==> config.mk <==
export PLATFORM = sky130hd
export DESIGN_NAME = axis_oscillation_sequencer
export DESIGN_NICKNAME = d
export VERILOG_FILES = /design/src/rtl/osc_pkg.sv /design/src/rtl/axis_oscillation_sequencer.sv
export SDC_FILE = /design/constraint.sdc
export NUM_CORES = 2
export LEC_CHECK = 0
export BUFFER_PORTS_ARGS = -buffer_cell sky130_fd_sc_hd__clkbuf_2
export CORE_MARGIN = 1
export CORE_UTILIZATION = 40
export DETAILED_ROUTE_END_ITERATION = 8
export SLEW_MARGIN = 20
export SYNTH_ARGS = -nofsm -noshare
export SYNTH_HDL_FRONTEND = slang
export SYNTH_SLANG_ARGS = --single-unit
==> constraint.sdc <==
create_clock -name core_clk_in -period 9.8 [get_ports core_clk_in]
set_clock_uncertainty 0.1 [all_clocks]
set_input_delay 0.98 -clock core_clk_in [delete_from_list [all_inputs] [get_ports core_clk_in]]
set_output_delay 0.98 -clock core_clk_in [all_outputs]
set_load 0.01 [all_outputs]
==> src/rtl/osc_pkg.sv <==
// Purpose: Constants, types and register map for the axis oscillation sequencer.
// Assumes: 250 MHz core clock, Avalon-MM register slave, 32-bit words.
// Notes:   Positions are signed 32-bit, feedrate unsigned 32-bit.
// How it works
// - Axis oscillates between two reversal points
// - One independent sequencer per axis
// - All traverses are linear feed moves
// - Control update sets then clears masked bits
// - Stop target selects reversal point on off
// - Option 4 parks after residual strokes
// - Option 8 deletion runs strokes then parks
// - Option 16 deletion approaches stop target
// - Option 32 defers feedrate to reversal
// - Option 64 rotary takes shortest route
// - Reversal positions absolute or relative plus offset
// - Dwell minus one coarse, zero fine, positive timed
// - Residual strokes go other point and back
// - Park only when option 4 or 8
// - Writing park position sets option 4
// - Switch one starts, zero requests stop
// - Busy holds program end until motion ends
// - Working limit enforced except on park and residual stroke moves, protection zones ignored
// - New point or dwell applied at next approach
// - Parameter writes accepted without stopping motion
// - Live reversal points readable as status
// - Work done once per cycle, overrun aborts
package osc_pkg;
   localparam int          addr_w          = 4;
   localparam logic [3:0]  reg_ctrl_set    = 4'h0;
   localparam logic [3:0]  reg_ctrl_clr    = 4'h1;
   localparam logic [3:0]  reg_pos_one     = 4'h2;
   localparam logic [3:0]  reg_pos_two     = 4'h3;
   localparam logic [3:0]  reg_dwell_one   = 4'h4;
   localparam logic [3:0]  reg_dwell_two   = 4'h5;
   localparam logic [3:0]  reg_feed        = 4'h6;
   localparam logic [3:0]  reg_strokes     = 4'h7;
   localparam logic [3:0]  reg_park        = 4'h8;
   localparam logic [3:0]  reg_switch      = 4'h9;
   localparam logic [3:0]  reg_offset      = 4'ha;
   localparam logic [3:0]  reg_status      = 4'hb;
   localparam logic [3:0]  reg_live_one    = 4'hc;
   localparam logic [3:0]  reg_live_two    = 4'hd;
   localparam logic [3:0]  reg_limits      = 4'he;
   localparam logic [3:0]  reg_limit_hi    = 4'hf;
   // Control word options
   localparam logic [6:0]  opt_target_msk  = 7'h03;
   localparam logic [6:0]  opt_park        = 7'h04;
   localparam logic [6:0]  opt_del_strokes = 7'h08;
   localparam logic [6:0]  opt_del_target  = 7'h10;
   localparam logic [6:0]  opt_feed_defer  = 7'h20;
   localparam logic [6:0]  opt_shortest    = 7'h40;
   localparam logic [1:0]  tgt_next        = 2'h0;
   localparam logic [1:0]  tgt_one         = 2'h1;
   localparam logic [1:0]  tgt_two         = 2'h2;
   localparam logic [1:0]  tgt_none        = 2'h3;
   localparam logic [31:0] dwell_coarse    = 32'hffffffff;
   localparam logic [31:0] dwell_fine      = 32'h00000000;
   // Timing
   localparam int          clk_mhz         = 250;
   localparam int          dwell_unit_us   = 1000000;
   localparam int          dwell_unit_cyc  = dwell_unit_us * clk_mhz;
   localparam int          ipo_cycle_us    = 4000;
   localparam int          ipo_cycle_cyc   = ipo_cycle_us * clk_mhz;
   localparam int          work_budget_cyc = 8;
   // Bit positions
   localparam int          st_busy         = 0;
   localparam int          st_active       = 1;
   localparam int          st_abort        = 2;
   localparam int          st_at_one       = 3;
   localparam int          st_limit        = 4;
   localparam int          lim_rotary      = 0;
   localparam int          lim_enable      = 1;
   localparam int          sw_on           = 0;
   localparam int          val_rel         = 31;

   typedef enum logic [3:0] {
      s_idle     = 4'h0,
      s_to_one   = 4'h1,
      s_to_two   = 4'h2,
      s_dwell    = 4'h3,
      s_stop_pt  = 4'h4,
      s_strokes  = 4'h5,
      s_park     = 4'h6,
      s_done     = 4'h7
   } seq_state_t;

   typedef struct packed {
      logic        valid;
      logic        linear;
      logic        shortest;
      logic [31:0] target;
      logic [31:0] feed;
   } motion_cmd_t;

   typedef struct packed {
      logic in_coarse;
      logic in_fine;
      logic move_done;
      logic dtg_delete;
   } axis_fb_t;
endpackage

==> src/rtl/axis_oscillation_sequencer.sv <==
// Purpose: Per-axis oscillation sequencer with Avalon-MM registers.
// Assumes: Interpolator reports in-position windows and deletion events.
// Notes:   Several axes are served by instantiating one copy per axis.
`timescale 1ns/10ps
`default_nettype none
module axis_oscillation_sequencer #(
   parameter int unsigned dwell_unit_cycles = osc_pkg::dwell_unit_cyc,
   parameter int unsigned ipo_period_cycles = osc_pkg::ipo_cycle_cyc
) (
   // Clock and reset
   input  wire logic                       core_clk_in,
   input  wire logic                       rst_n_in,
   // Avalon-MM slave
   input  wire logic [osc_pkg::addr_w-1:0] avs_address_in,
   input  wire logic                       avs_read_in,
   input  wire logic                       avs_write_in,
   input  wire logic [31:0]                avs_writedata_in,
   output logic [31:0]                     avs_readdata_out,
   output logic                            avs_waitrequest_out,
   // Axis feedback
   input  wire osc_pkg::axis_fb_t          axis_fb_in,
   input  wire logic [31:0]                axis_pos_in,
   // Motion command and status
   output osc_pkg::motion_cmd_t            motion_cmd_out,
   output logic                            busy_out,
   output logic                            abort_out
);
   osc_pkg::seq_state_t state;
   osc_pkg::seq_state_t next_state;
   osc_pkg::seq_state_t stop_next;
   logic [6:0]  ctrl;
   logic [31:0] pos_one, pos_two, dwell_one, dwell_two, feed, strokes, park, offset;
   logic [31:0] live_one, live_two, live_dwell_one, live_dwell_two, feed_eff;
   logic [31:0] lim_lo, lim_hi, rem_strokes, dwell_cnt, tick_cnt;
   logic [31:0] unit_cnt;
   logic [31:0] park_tgt;
   logic        park_set, osc_on, lim_en, rotary, at_one, stop_req, del_seen;
   logic        pend_one, pend_two, pend_feed, abort, limit_hit, ack;
   logic [3:0]  work_cnt;
   logic        ipo_tick;
   logic [31:0] last_pos;

   // Bus decode
   // Writes land at the edge where waitrequest is low
   wire         wr_hit    = avs_write_in && ack;
   wire         rd_hit    = avs_read_in && !ack;
   wire         wr_set    = wr_hit && avs_address_in == osc_pkg::reg_ctrl_set;
   wire         wr_clr    = wr_hit && avs_address_in == osc_pkg::reg_ctrl_clr;
   wire         wr_p1     = wr_hit && avs_address_in == osc_pkg::reg_pos_one;
   wire         wr_p2     = wr_hit && avs_address_in == osc_pkg::reg_pos_two;
   wire         wr_d1     = wr_hit && avs_address_in == osc_pkg::reg_dwell_one;
   wire         wr_d2     = wr_hit && avs_address_in == osc_pkg::reg_dwell_two;
   wire         wr_feed   = wr_hit && avs_address_in == osc_pkg::reg_feed;
   wire         wr_str    = wr_hit && avs_address_in == osc_pkg::reg_strokes;
   wire         wr_park   = wr_hit && avs_address_in == osc_pkg::reg_park;
   wire         wr_sw     = wr_hit && avs_address_in == osc_pkg::reg_switch;
   wire         wr_off    = wr_hit && avs_address_in == osc_pkg::reg_offset;
   wire         wr_lim    = wr_hit && avs_address_in == osc_pkg::reg_limits;
   wire         wr_limh   = wr_hit && avs_address_in == osc_pkg::reg_limit_hi;
   wire         rel_val   = avs_writedata_in[osc_pkg::val_rel];
   wire [31:0]  rel_body  = {avs_writedata_in[30], avs_writedata_in[30:0]};
   // Relative value is previous point plus value plus offset
   wire [31:0]  new_p1    = rel_val ? pos_one + rel_body + offset : avs_writedata_in + offset;
   wire [31:0]  new_p2    = rel_val ? pos_two + rel_body + offset : avs_writedata_in + offset;
   wire         running   = state != osc_pkg::s_idle && state != osc_pkg::s_done;
   wire         opt4      = |(ctrl & osc_pkg::opt_park);
   wire         opt8      = |(ctrl & osc_pkg::opt_del_strokes);
   wire         opt16     = |(ctrl & osc_pkg::opt_del_target);
   wire         opt32     = |(ctrl & osc_pkg::opt_feed_defer);
   wire         opt64     = |(ctrl & osc_pkg::opt_shortest);
   wire [1:0]   tgt_sel   = ctrl[1:0];
   wire         moving    = state == osc_pkg::s_to_one || state == osc_pkg::s_to_two;
   wire [31:0]  cur_tgt   = at_one ? live_two : live_one;
   wire [31:0]  dwell_now = at_one ? live_dwell_two : live_dwell_one;
   // Reversal condition by dwell code
   wire         coarse_ok = axis_fb_in.in_coarse && dwell_now == osc_pkg::dwell_coarse;
   wire         fine_ok   = axis_fb_in.in_fine && !dwell_now[31];
   wire         rev_point = moving && axis_fb_in.move_done && (coarse_ok || fine_ok);
   wire         dwell_run = rev_point && dwell_now != osc_pkg::dwell_fine && !dwell_now[31];
   wire         dwell_end = state == osc_pkg::s_dwell && dwell_cnt == 32'h0 && unit_cnt == 32'h0;
   wire         reversal  = (rev_point && !dwell_run) || dwell_end;
   wire         stop_at   = tgt_sel == osc_pkg::tgt_one ? !at_one :
                            tgt_sel == osc_pkg::tgt_two ? at_one : 1'b1;
   wire         stop_now  = stop_req && (stop_at || tgt_sel == osc_pkg::tgt_none);
   wire         want_park = opt4 || (del_seen && opt8);
   wire         pos_in_lim = !lim_en || ($signed(cur_tgt) >= $signed(lim_lo) && $signed(cur_tgt) <= $signed(lim_hi));

   assign ack                 = !avs_waitrequest_out;
   assign ipo_tick            = tick_cnt == 32'h0;

   // Bus write state and control word
   always_ff @(posedge core_clk_in or negedge rst_n_in) begin
      if (!rst_n_in) begin
         avs_waitrequest_out <= 1'b1;
         ctrl <= 7'h00;
         pos_one <= 32'h0;
         pos_two <= 32'h0;
         dwell_one <= 32'h0;
         dwell_two <= 32'h0;
         feed <= 32'h0;
         strokes <= 32'h0;
         park <= 32'h0;
         park_set <= 1'b0;
         offset <= 32'h0;
         lim_lo <= 32'h0;
         lim_hi <= 32'h0;
         lim_en <= 1'b0;
         rotary <= 1'b0;
      end else begin
         avs_waitrequest_out <= !((avs_read_in || avs_write_in) && avs_waitrequest_out);
         // Writes land while motion continues
         if (wr_set || wr_park) begin
            ctrl <= ctrl | (wr_park ? osc_pkg::opt_park : avs_writedata_in[6:0]);
         end else if (wr_clr) begin
            ctrl <= ctrl & ~avs_writedata_in[6:0];
         end
         if (wr_p1) pos_one <= new_p1;
         if (wr_p2) pos_two <= new_p2;
         if (wr_d1) dwell_one <= avs_writedata_in;
         if (wr_d2) dwell_two <= avs_writedata_in;
         if (wr_feed) feed <= avs_writedata_in;
         if (wr_str) strokes <= avs_writedata_in;
         if (wr_park) park <= avs_writedata_in + offset;
         if (wr_park) park_set <= 1'b1;
         if (wr_off) offset <= avs_writedata_in;
         if (wr_lim) lim_lo <= avs_writedata_in;
         if (wr_limh) lim_hi <= avs_writedata_in;
         if (wr_set) lim_en <= lim_en | avs_writedata_in[8 + osc_pkg::lim_enable];
         if (wr_set) rotary <= rotary | avs_writedata_in[8 + osc_pkg::lim_rotary];
         if (wr_clr) lim_en <= lim_en & ~avs_writedata_in[8 + osc_pkg::lim_enable];
         if (wr_clr) rotary <= rotary & ~avs_writedata_in[8 + osc_pkg::lim_rotary];
      end
   end

   // Read mux
   always_ff @(posedge core_clk_in or negedge rst_n_in) begin
      if (!rst_n_in) begin
         avs_readdata_out <= 32'h0;
      end else if (rd_hit) begin
         unique case (avs_address_in)
            osc_pkg::reg_ctrl_set:  avs_readdata_out <= {22'h0, lim_en, rotary, 1'b0, ctrl};
            osc_pkg::reg_pos_one:   avs_readdata_out <= pos_one;
            osc_pkg::reg_pos_two:   avs_readdata_out <= pos_two;
            osc_pkg::reg_dwell_one: avs_readdata_out <= dwell_one;
            osc_pkg::reg_dwell_two: avs_readdata_out <= dwell_two;
            osc_pkg::reg_feed:      avs_readdata_out <= feed_eff;
            osc_pkg::reg_strokes:   avs_readdata_out <= rem_strokes;
            osc_pkg::reg_park:      avs_readdata_out <= park;
            osc_pkg::reg_switch:    avs_readdata_out <= {31'h0, osc_on};
            osc_pkg::reg_offset:    avs_readdata_out <= offset;
            osc_pkg::reg_status:    avs_readdata_out <= {27'h0, limit_hit, at_one, abort, osc_on, busy_out};
            osc_pkg::reg_live_one:  avs_readdata_out <= live_one;
            osc_pkg::reg_live_two:  avs_readdata_out <= live_two;
            osc_pkg::reg_limits:    avs_readdata_out <= lim_lo;
            osc_pkg::reg_limit_hi:  avs_readdata_out <= lim_hi;
            default:                avs_readdata_out <= 32'h0;
         endcase
      end
   end

   // Sequencer next state
   always_comb begin
      next_state = state;
      stop_next = osc_pkg::s_done;
      if (rem_strokes != 32'h0) stop_next = osc_pkg::s_strokes;
      else if (want_park && park_set) stop_next = osc_pkg::s_park;
      unique case (state)
         osc_pkg::s_idle:
            if (osc_on) next_state = osc_pkg::s_to_one;
         osc_pkg::s_to_one, osc_pkg::s_to_two:
            if (rev_point && dwell_run) next_state = osc_pkg::s_dwell;
            else if (reversal && stop_now) next_state = stop_next;
            else if (reversal) next_state = at_one ? osc_pkg::s_to_one : osc_pkg::s_to_two;
         osc_pkg::s_dwell:
            if (dwell_end && stop_now) next_state = stop_next;
            else if (dwell_end) next_state = at_one ? osc_pkg::s_to_one : osc_pkg::s_to_two;
         osc_pkg::s_stop_pt:
            next_state = osc_pkg::s_to_one;
         osc_pkg::s_strokes:
            if (rem_strokes == 32'h0 && ipo_tick)
               next_state = (want_park && park_set) ? osc_pkg::s_park : osc_pkg::s_done;
         osc_pkg::s_park:
            if (axis_fb_in.move_done && axis_fb_in.in_fine) next_state = osc_pkg::s_done;
         osc_pkg::s_done:
            if (!osc_on) next_state = osc_pkg::s_idle;
         default: next_state = osc_pkg::s_idle;
      endcase
      if (abort) next_state = osc_pkg::s_done;
   end

   // Sequencer registers
   always_ff @(posedge core_clk_in or negedge rst_n_in) begin
      if (!rst_n_in) begin
         state <= osc_pkg::s_idle;
         osc_on <= 1'b0;
         stop_req <= 1'b0;
         del_seen <= 1'b0;
         at_one <= 1'b0;
         rem_strokes <= 32'h0;
         dwell_cnt <= 32'h0;
         unit_cnt <= 32'h0;
      end else begin
         state <= next_state;
         if (wr_sw) osc_on <= avs_writedata_in[osc_pkg::sw_on];
         else if (state == osc_pkg::s_done && stop_req) osc_on <= 1'b0;
         if (wr_sw && !avs_writedata_in[osc_pkg::sw_on] && running) stop_req <= 1'b1;
         else if (axis_fb_in.dtg_delete && running && (opt8 || opt16)) stop_req <= 1'b1;
         else if (state == osc_pkg::s_idle) stop_req <= 1'b0;
         if (axis_fb_in.dtg_delete && running) del_seen <= 1'b1;
         else if (state == osc_pkg::s_idle) del_seen <= 1'b0;
         if (state == osc_pkg::s_idle) at_one <= 1'b0;
         else if (reversal && !stop_now) at_one <= !at_one;
         if (state == osc_pkg::s_idle) rem_strokes <= strokes;
         else if (state == osc_pkg::s_strokes && ipo_tick && rem_strokes != 32'h0 && axis_fb_in.move_done)
            rem_strokes <= rem_strokes - 32'h1;
         if (dwell_run) begin
            dwell_cnt <= dwell_now - 32'h1;
            unit_cnt <= dwell_unit_cycles - 32'h1;
         end else if (state == osc_pkg::s_dwell) begin
            if (unit_cnt != 32'h0) unit_cnt <= unit_cnt - 32'h1;
            else if (dwell_cnt != 32'h0) begin
               dwell_cnt <= dwell_cnt - 32'h1;
               unit_cnt <= dwell_unit_cycles - 32'h1;
            end
         end
      end
   end

   // Point, dwell and feedrate take-up
   always_ff @(posedge core_clk_in or negedge rst_n_in) begin
      if (!rst_n_in) begin
         live_one <= 32'h0;
         live_two <= 32'h0;
         live_dwell_one <= 32'h0;
         live_dwell_two <= 32'h0;
         feed_eff <= 32'h0;
         pend_one <= 1'b0;
         pend_two <= 1'b0;
         pend_feed <= 1'b0;
      end else begin
         pend_one <= (pend_one || wr_p1 || wr_d1) && !(running && at_one && reversal) && running;
         pend_two <= (pend_two || wr_p2 || wr_d2) && !(running && !at_one && reversal) && running;
         // Updates wait for next approach of that point
         if (!running || (reversal && !at_one) || (pend_one && !at_one && rev_point)) begin
            live_one <= pos_one;
            live_dwell_one <= dwell_one;
         end
         if (!running || (reversal && at_one)) begin
            live_two <= pos_two;
            live_dwell_two <= dwell_two;
         end
         if (wr_feed && opt32 && running) pend_feed <= 1'b1;
         else if (reversal) pend_feed <= 1'b0;
         if ((!opt32 || !running) && ipo_tick) feed_eff <= feed;
         else if (opt32 && reversal) feed_eff <= feed;
      end
   end

   // Interpolation cycle and work budget
   always_ff @(posedge core_clk_in or negedge rst_n_in) begin
      if (!rst_n_in) begin
         tick_cnt <= 32'h0;
         work_cnt <= 4'h0;
         abort <= 1'b0;
         last_pos <= 32'h0;
      end else begin
         tick_cnt <= ipo_tick ? ipo_period_cycles - 32'h1 : tick_cnt - 32'h1;
         last_pos <= axis_pos_in;
         if (ipo_tick) work_cnt <= 4'h0;
         else if (wr_hit && work_cnt != 4'hf) work_cnt <= work_cnt + 4'h1;
         if (work_cnt >= 4'(osc_pkg::work_budget_cyc) && running) abort <= 1'b1;
         else if (state == osc_pkg::s_idle) abort <= 1'b0;
      end
   end

   // Motion command toward the interpolator
   always_ff @(posedge core_clk_in or negedge rst_n_in) begin
      if (!rst_n_in) begin
         motion_cmd_out <= '0;
         busy_out <= 1'b0;
         abort_out <= 1'b0;
         limit_hit <= 1'b0;
      end else begin
         motion_cmd_out.valid <= (moving && pos_in_lim) || state == osc_pkg::s_park || state == osc_pkg::s_strokes;
         motion_cmd_out.linear <= 1'b1;
         motion_cmd_out.shortest <= opt64 && rotary;
         motion_cmd_out.target <= state == osc_pkg::s_park ? park :
                                  state == osc_pkg::s_strokes ? (rem_strokes[0] ? live_two : live_one) : cur_tgt;
         motion_cmd_out.feed <= feed_eff;
         limit_hit <= moving && !pos_in_lim;
         busy_out <= running || osc_on;
         abort_out <= abort;
      end
   end
endmodule
`default_nettype wire

# Word level (Yosys, flattened, before mapping)
# Cells that the tools add are included.
# word_totals
regBits	735
inputBits	76
out_inout_bits	102
wordCells	271
# classes
addsub	11
order_cmp	3
n_eq_ne	35
muxes	55
bitwise	9
reduce_logical	117
# ops
operator	count
32-bit 2-to-1 mux	20
32-bit case mux with 15 select lines	1
32-bit adder	5
32-bit by 1-bit subtractor with 32-bit output, second input constant	5
32-bit logical NOT	4
32-bit nonzero test	4
1-bit logical AND	59
4-bit 2-to-1 mux	12
32-bit equality test, second input constant	1
4-bit by 3-bit equality test with 1-bit output, second input constant	8
4-bit equality test, second input constant	8
32-bit greater-or-equal comparator	1
32-bit less-or-equal comparator	1
4-bit case mux with 7 select lines	1
2-bit nonzero test	11
7-bit 2-to-1 mux	3
1-bit logical OR	18
4-bit by 2-bit equality test with 1-bit output, second input constant	4
1-bit 2-to-1 mux	16
1-bit logical NOT	12
3-bit inequality test, second input constant	4
4-bit by 1-bit equality test with 1-bit output, second input constant	2
4-bit logical NOT	2
4-bit inequality test, second input constant	2
other kinds (20)	26

# Logic depth before layout (Yosys ltp)
# depth
depth_word	15
ltp_mapped	24
ltp_nobuf	17

# Least setup slack after synthesis
# OpenSTA, ideal clock, no wires.
# synth_path
path_type	input to register
start	in axis_fb_in[3] (netlist name)
end	reg dwell_cnt[24]
setup_time_ns	0.079
arrival_ns	4.583
required_ns	9.621
setup_slack_ns	5.038
path_stages	19
n_path_buf	4
path_cell_list	nand2_1 > or4_1 > nor3_1 > nand4_1 > a21bo_2 > buf_6 > buf_2 > buf_1 > a21oi_1 > ha_1 > clkbuf_1 > nor4b_1 > nand3_1 > or3_1 > nand3b_1 > o41ai_2 > o2111ai_1 > xor2_1 > mux2i_1
# synth_via
elab_chain_len	7
elab_cells_between_ends	10
classes_between	eq/ne: 1; mux: 1; reduce/logical: 8
# synth_lines
item	line_no	source
start, declared	axis_oscillation_sequencer.sv:21	input wire osc_pkg::axis_fb_t axis_fb_in,
1-bit logical AND *	axis_oscillation_sequencer.sv:76	wire coarse_ok = axis_fb_in.in_coarse && dwell_now == osc_pkg::dwell_coarse;
1-bit logical OR *	axis_oscillation_sequencer.sv:78	wire rev_point = moving && axis_fb_in.move_done && (coarse_ok || fine_ok);
1-bit logical AND *	axis_oscillation_sequencer.sv:78	
1-bit logical AND * (2 in series)	axis_oscillation_sequencer.sv:79	wire dwell_run = rev_point && dwell_now != osc_pkg::dwell_fine && !dwell_now[31];
2-bit inequality test (no line) / 2-bit nonzero test (equally long branches)	--	
3-bit AND reduction (no line)	--	
end signal, assigned	axis_oscillation_sequencer.sv:217	dwell_cnt <= dwell_now - 32'h1;
end signal, assigned	axis_oscillation_sequencer.sv:222	dwell_cnt <= dwell_cnt - 32'h1;
end, declared	axis_oscillation_sequencer.sv:34	logic [31:0] lim_lo, lim_hi, rem_strokes, dwell_cnt, tick_cnt;
# Mark *: on every way between the ends. The rest lies on a longest branch, timed or not.
# A chain may end at the register's enable or synchronous reset.

# Final worst setup path
# layout_path
start	reg at_one
end	reg dwell_cnt[24]
# layout_via
elab_chain_len	9
elab_cells_between_ends	16
classes_between	add/sub: 1; eq/ne: 2; mux: 2; reduce/logical: 11
# layout_lines
item	line_no	source
start, declared	axis_oscillation_sequencer.sv:37	logic park_set, osc_on, lim_en, rotary, at_one, stop_req, del_seen;
start signal, assigned	axis_oscillation_sequencer.sv:212	else if (reversal && !stop_now) at_one <= !at_one;
32-bit 2-to-1 mux *	axis_oscillation_sequencer.sv:74	wire [31:0] dwell_now = at_one ? live_dwell_two : live_dwell_one;
branches (longest 8 deep; another with 32-bit by 1-bit subtractor with 32-bit output)	--	
# Every way passes the cells marked *.

==> metrics.csv <==
stage;metric;value;unit
run_status;status;completed;
yosys;Synth Area in XOR/XNOR;4.01;%
critical_path;Worst Setup EP;dwell_cnt[24];
placed_design;placed cell area;43600;µm²
floorplan;chip height;324;µm
critical_path;Worst Setup Start Kind;flip-flop;
critical_path;crit-path max FO;76;
detailed_routing;Routed wire per std cell;25.3;µm
clocking;Worst-path clk slew;0.06;ns
yosys;Post-Synth Adder-Cell Area;8.01;%
floorplan;Die Wd;324;µm
floorplan;row cnt;117;
yosys;Syn Inst Count;3990;
critical_path;critical path endpoint category;flip-flop;
floorplan;I/O pins;178;
detailed_routing;# DRC;0;
global_routing;initial antenna violation count;6;
global_routing;first-pass GRT wire length;210000;µm
power;VDD IR max;0.215;mV
critical_path;Critical Path AT;6.77;ns
power;PD cells;302;nW/µm²
yosys;Syn Nets;4293;
clocking;htree depth;3;
yosys;synth cell count leaders;dfrtp_1 (733), nand2_1 (399), o21ai_0 (284);
final_layout;layout cells sized above 1;17.2;%
critical_path;most frequent cell on the critical path;mux2i_1;
detailed_routing;Detail Route Antenna Nets;0;
final_layout;Final Core Density;45.5;%
critical_path;r2r setup slk;3.45;ns
flow_run;max cap viols;0;
critical_path;slowest cell on the critical path;dfrtp_4;
timing;WHS;0.210;ns
timing;worst slew pin tran;1.22;ns
yosys;Simple-Gate Fraction of Synth Area;12.9;%
critical_path;critical-path cell list;buf_4 -> mux2i_1 -> or4_1 -> nor3_1 -> nand4_1 -> a21bo_4 -> a21oi_1 -> ha_1 -> nor4b_1 -> nand3_1 -> or3_1 -> nand3b_1 -> o41ai_2 -> o2111ai_1 -> xor2_1 -> mux2i_1;
clocking;# hold bufs at CTS;0;
hold_path;Hold WC Path Type;in -> async;
final_layout;NumNets Final;4383;
timing;Final setup viols;0;
clocking;Sink Count;734;
floorplan;core box area;102000;µm²
timing;setup TNS;0;ns
critical_path;R2R depth;16;
clocking;postcts setup bufs;0;
yosys;Synth Flop Type;dfrtp_1;
global_routing;grt total ovfl;0;
floorplan;Initial Util;40.6;%
detailed_routing;Detailed Route Iter0 Violations;3423;
critical_path;CP delay by family, top;simple AND/OR/NAND/NOR gates;
yosys;multiplexer share of the synthesized area;12.5;%
yosys;top-count cell post-synth;dfrtp_1;
yosys;Avg Cell Area, Syn;10.4;µm²
timing;RSZ-0062 raised after global routing;no;
detailed_routing;via count;32800;
timing;time the worst path needs with I/O delays and setup;6.35;ns
clocking;number of CTS-inserted buffers;85;
clocking;clock latency on the worst-skew pair;0.67;ns
yosys;area share of the largest cell type after synthesis;44.2;%
timing;highest clock rate;157;MHz
critical_path;CP Buf/Inv Count;1;
clocking;CTS tree;done;
final_layout;design area;46500;µm²
critical_path;Crit path required time;10.22;ns
final_layout;P&R area growth vs syn;12.0;%
global_routing;vias in the first global route;31900;
yosys;Post-Syn Area;41500;µm²
critical_path;Levels on crit path;16;
clocking;post-CTS resize count;0;
global_routing;Total GRT Usage;26.7;%
yosys;combinational family with the most area after synthesis;compound AO/OA/AOI/OAI gates;
clocking;Clock Tree Buf Depth;3;
critical_path;CP Launch Point;at_one;
yosys;fraction of registers with async set or reset after synthesis;100;%
yosys;Yosys cell types;103;
critical_path;CP max stage delay;0.86;ns
floorplan;Die ar.;105000;µm²
critical_path;reg2reg start;at_one;
yosys;Synth Area in Compound Gates;15.1;%
placed_design;routability cong.;0.923;
power;Leak;21.2;nW
global_routing;largest net degree at the start of global routing;154;
yosys;sequential area share after synthesis;44.2;%
yosys;cell taking the most area after synthesis;dfrtp_1;
detailed_routing;DRT Pass-1 Iters;6;
critical_path;Crit Path Class;reg -> reg;
timing;fin crit share;64.8;%
detailed_routing;routed wire length;140000;µm
clocking;Root Buffer;clkbuf_16;
placed_design;input/output buffers;145;
placed_design;hpwl dp;98000;µm
yosys;top area cells in the synthesized netlist;dfrtp_1 (44%), mux2_2 (6.3%), ha_1 (4.9%);
timing;Slew Limit Fails;0;
timing;Slew HR;18.0;%
timing;Hold Violations, Final;0;
yosys;EDFF count, synth;0;
yosys;Ys Warns;0;
critical_path;reg2reg end;dwell_cnt[24];
yosys;Seq cells post-synth;734;
detailed_routing;routed vias/inst;5.95;
[flip-flops by register name, summed over array words and instances, names as in the netlist, 4 cells and up, named ones only]
name	count
ctrl	7
offset	32
live_dwell_one	32
strokes	32
park	32
tick_cnt	32
motion_cmd_out	67
pos_one	32
work_cnt	4
pos_two	32
feed	32
rem_strokes	32
live_dwell_two	32
dwell_two	32
lim_lo	32
avs_readdata_out	32
live_one	32
unit_cnt	32
lim_hi	32
live_two	32
feed_eff	32
dwell_one	32
dwell_cnt	32
[cell usage in the layout, fill, tap and decap left out, drive strengths merged, types with 69 or more instances in the layout]
| cell | synthesis | routed |
|---|---|---|
| mux2 | 371 | 371 |
| nand2 | 400 | 400 |
| nor3 | 85 | 85 |
| o21ai | 301 | 301 |
| nand3 | 69 | 69 |
| xnor2 | 127 | 127 |
| a21oi | 219 | 219 |
| clkbuf | 138 | 259 |
| dfrtp | 733 | 733 |
| mux2i | 78 | 78 |
| a22oi | 116 | 116 |
| nor2 | 257 | 257 |
| inv | 108 | 115 |
| ha | 162 | 162 |
[how the worst min path moves through the flow]
stage | cells past startpoint | start | slack [ns] | to
6_report | 1 | rst_n_in | 0.21 | tick_cnt[12]
3_5_place_dp | 0 | feed_eff[24] | 0.33 | motion_cmd_out[24]
3_3_place_gp | 0 | feed_eff[25] | 0.34 | motion_cmd_out[25]
4_1_cts | 1 | rst_n_in | 0.22 | tick_cnt[14]
2_1_floorplan | 0 | feed_eff[28] | 0.27 | motion_cmd_out[28]
5_1_grt | 1 | rst_n_in | 0.25 | tick_cnt[12]
[cell families after synthesis]
| family | after synthesis |
|---|---|
| other | 1 |
| xor gates and xnor gates | 190 |
| adders and majority gates | 227 |
| buffers and inverters | 300 |
| muxes | 449 |
| and+or+nand+nor | 1108 |
| DFF | 734 |
| AOI/OAI and AO/OA | 981 |
[worst register-to-register path, delay by kind of cell, from the launching register on]
kind | cells | cell delay (ns)
AOI/OAI and AO/OA | 4 | 1.07
xor gates and xnor gates | 1 | 0.20
adders and majority gates | 1 | 0.40
buffers and inverters | 1 | 0.88
DFF | 1 | 0.86
muxes | 2 | 0.47
and+or+nand+nor | 7 | 2.24
[where the power goes]
group	switching (mW)	internal [mW]
logic	3.24	2.57
clock network	1.35	2.01
registers	1.03	3.88
total	5.62	8.45
[cell type report]
cell class | instances | area [µm²]
Antenna cell | 2 | 5.00
Clock buffer | 116 | 2390
Sequential cell | 734 | 18400
Fill cell | 9596 | 55800
Timing Repair Buffer | 195 | 1140
Tap cell | 1368 | 1710
Clock inverter | 37 | 517
Inverter | 108 | 405
Multi-Input combinational cell | 2956 | 22000
[through the flow]
step                setup slack [ns]  std cells  power [mW]
floorplan                       5.04       3990        8.85
global placement                3.62       5361        10.5
detailed placement              3.56       5361        10.6
CTS                             3.53       5514        14.0
global route                    2.96       5514        14.9
finish                          3.45       5516        14.1
[per-layer routing]
layer	global-route usage, %	wire (µm)	vias up
li1	-	-	14700
met3	4.06	9770	270
met1	38.3	62900	16600
met2	41.1	62400	1252
met4	9.31	4620	4
met5	0	25	-
No activity file was read; power rests on OpenSTA's default activity.
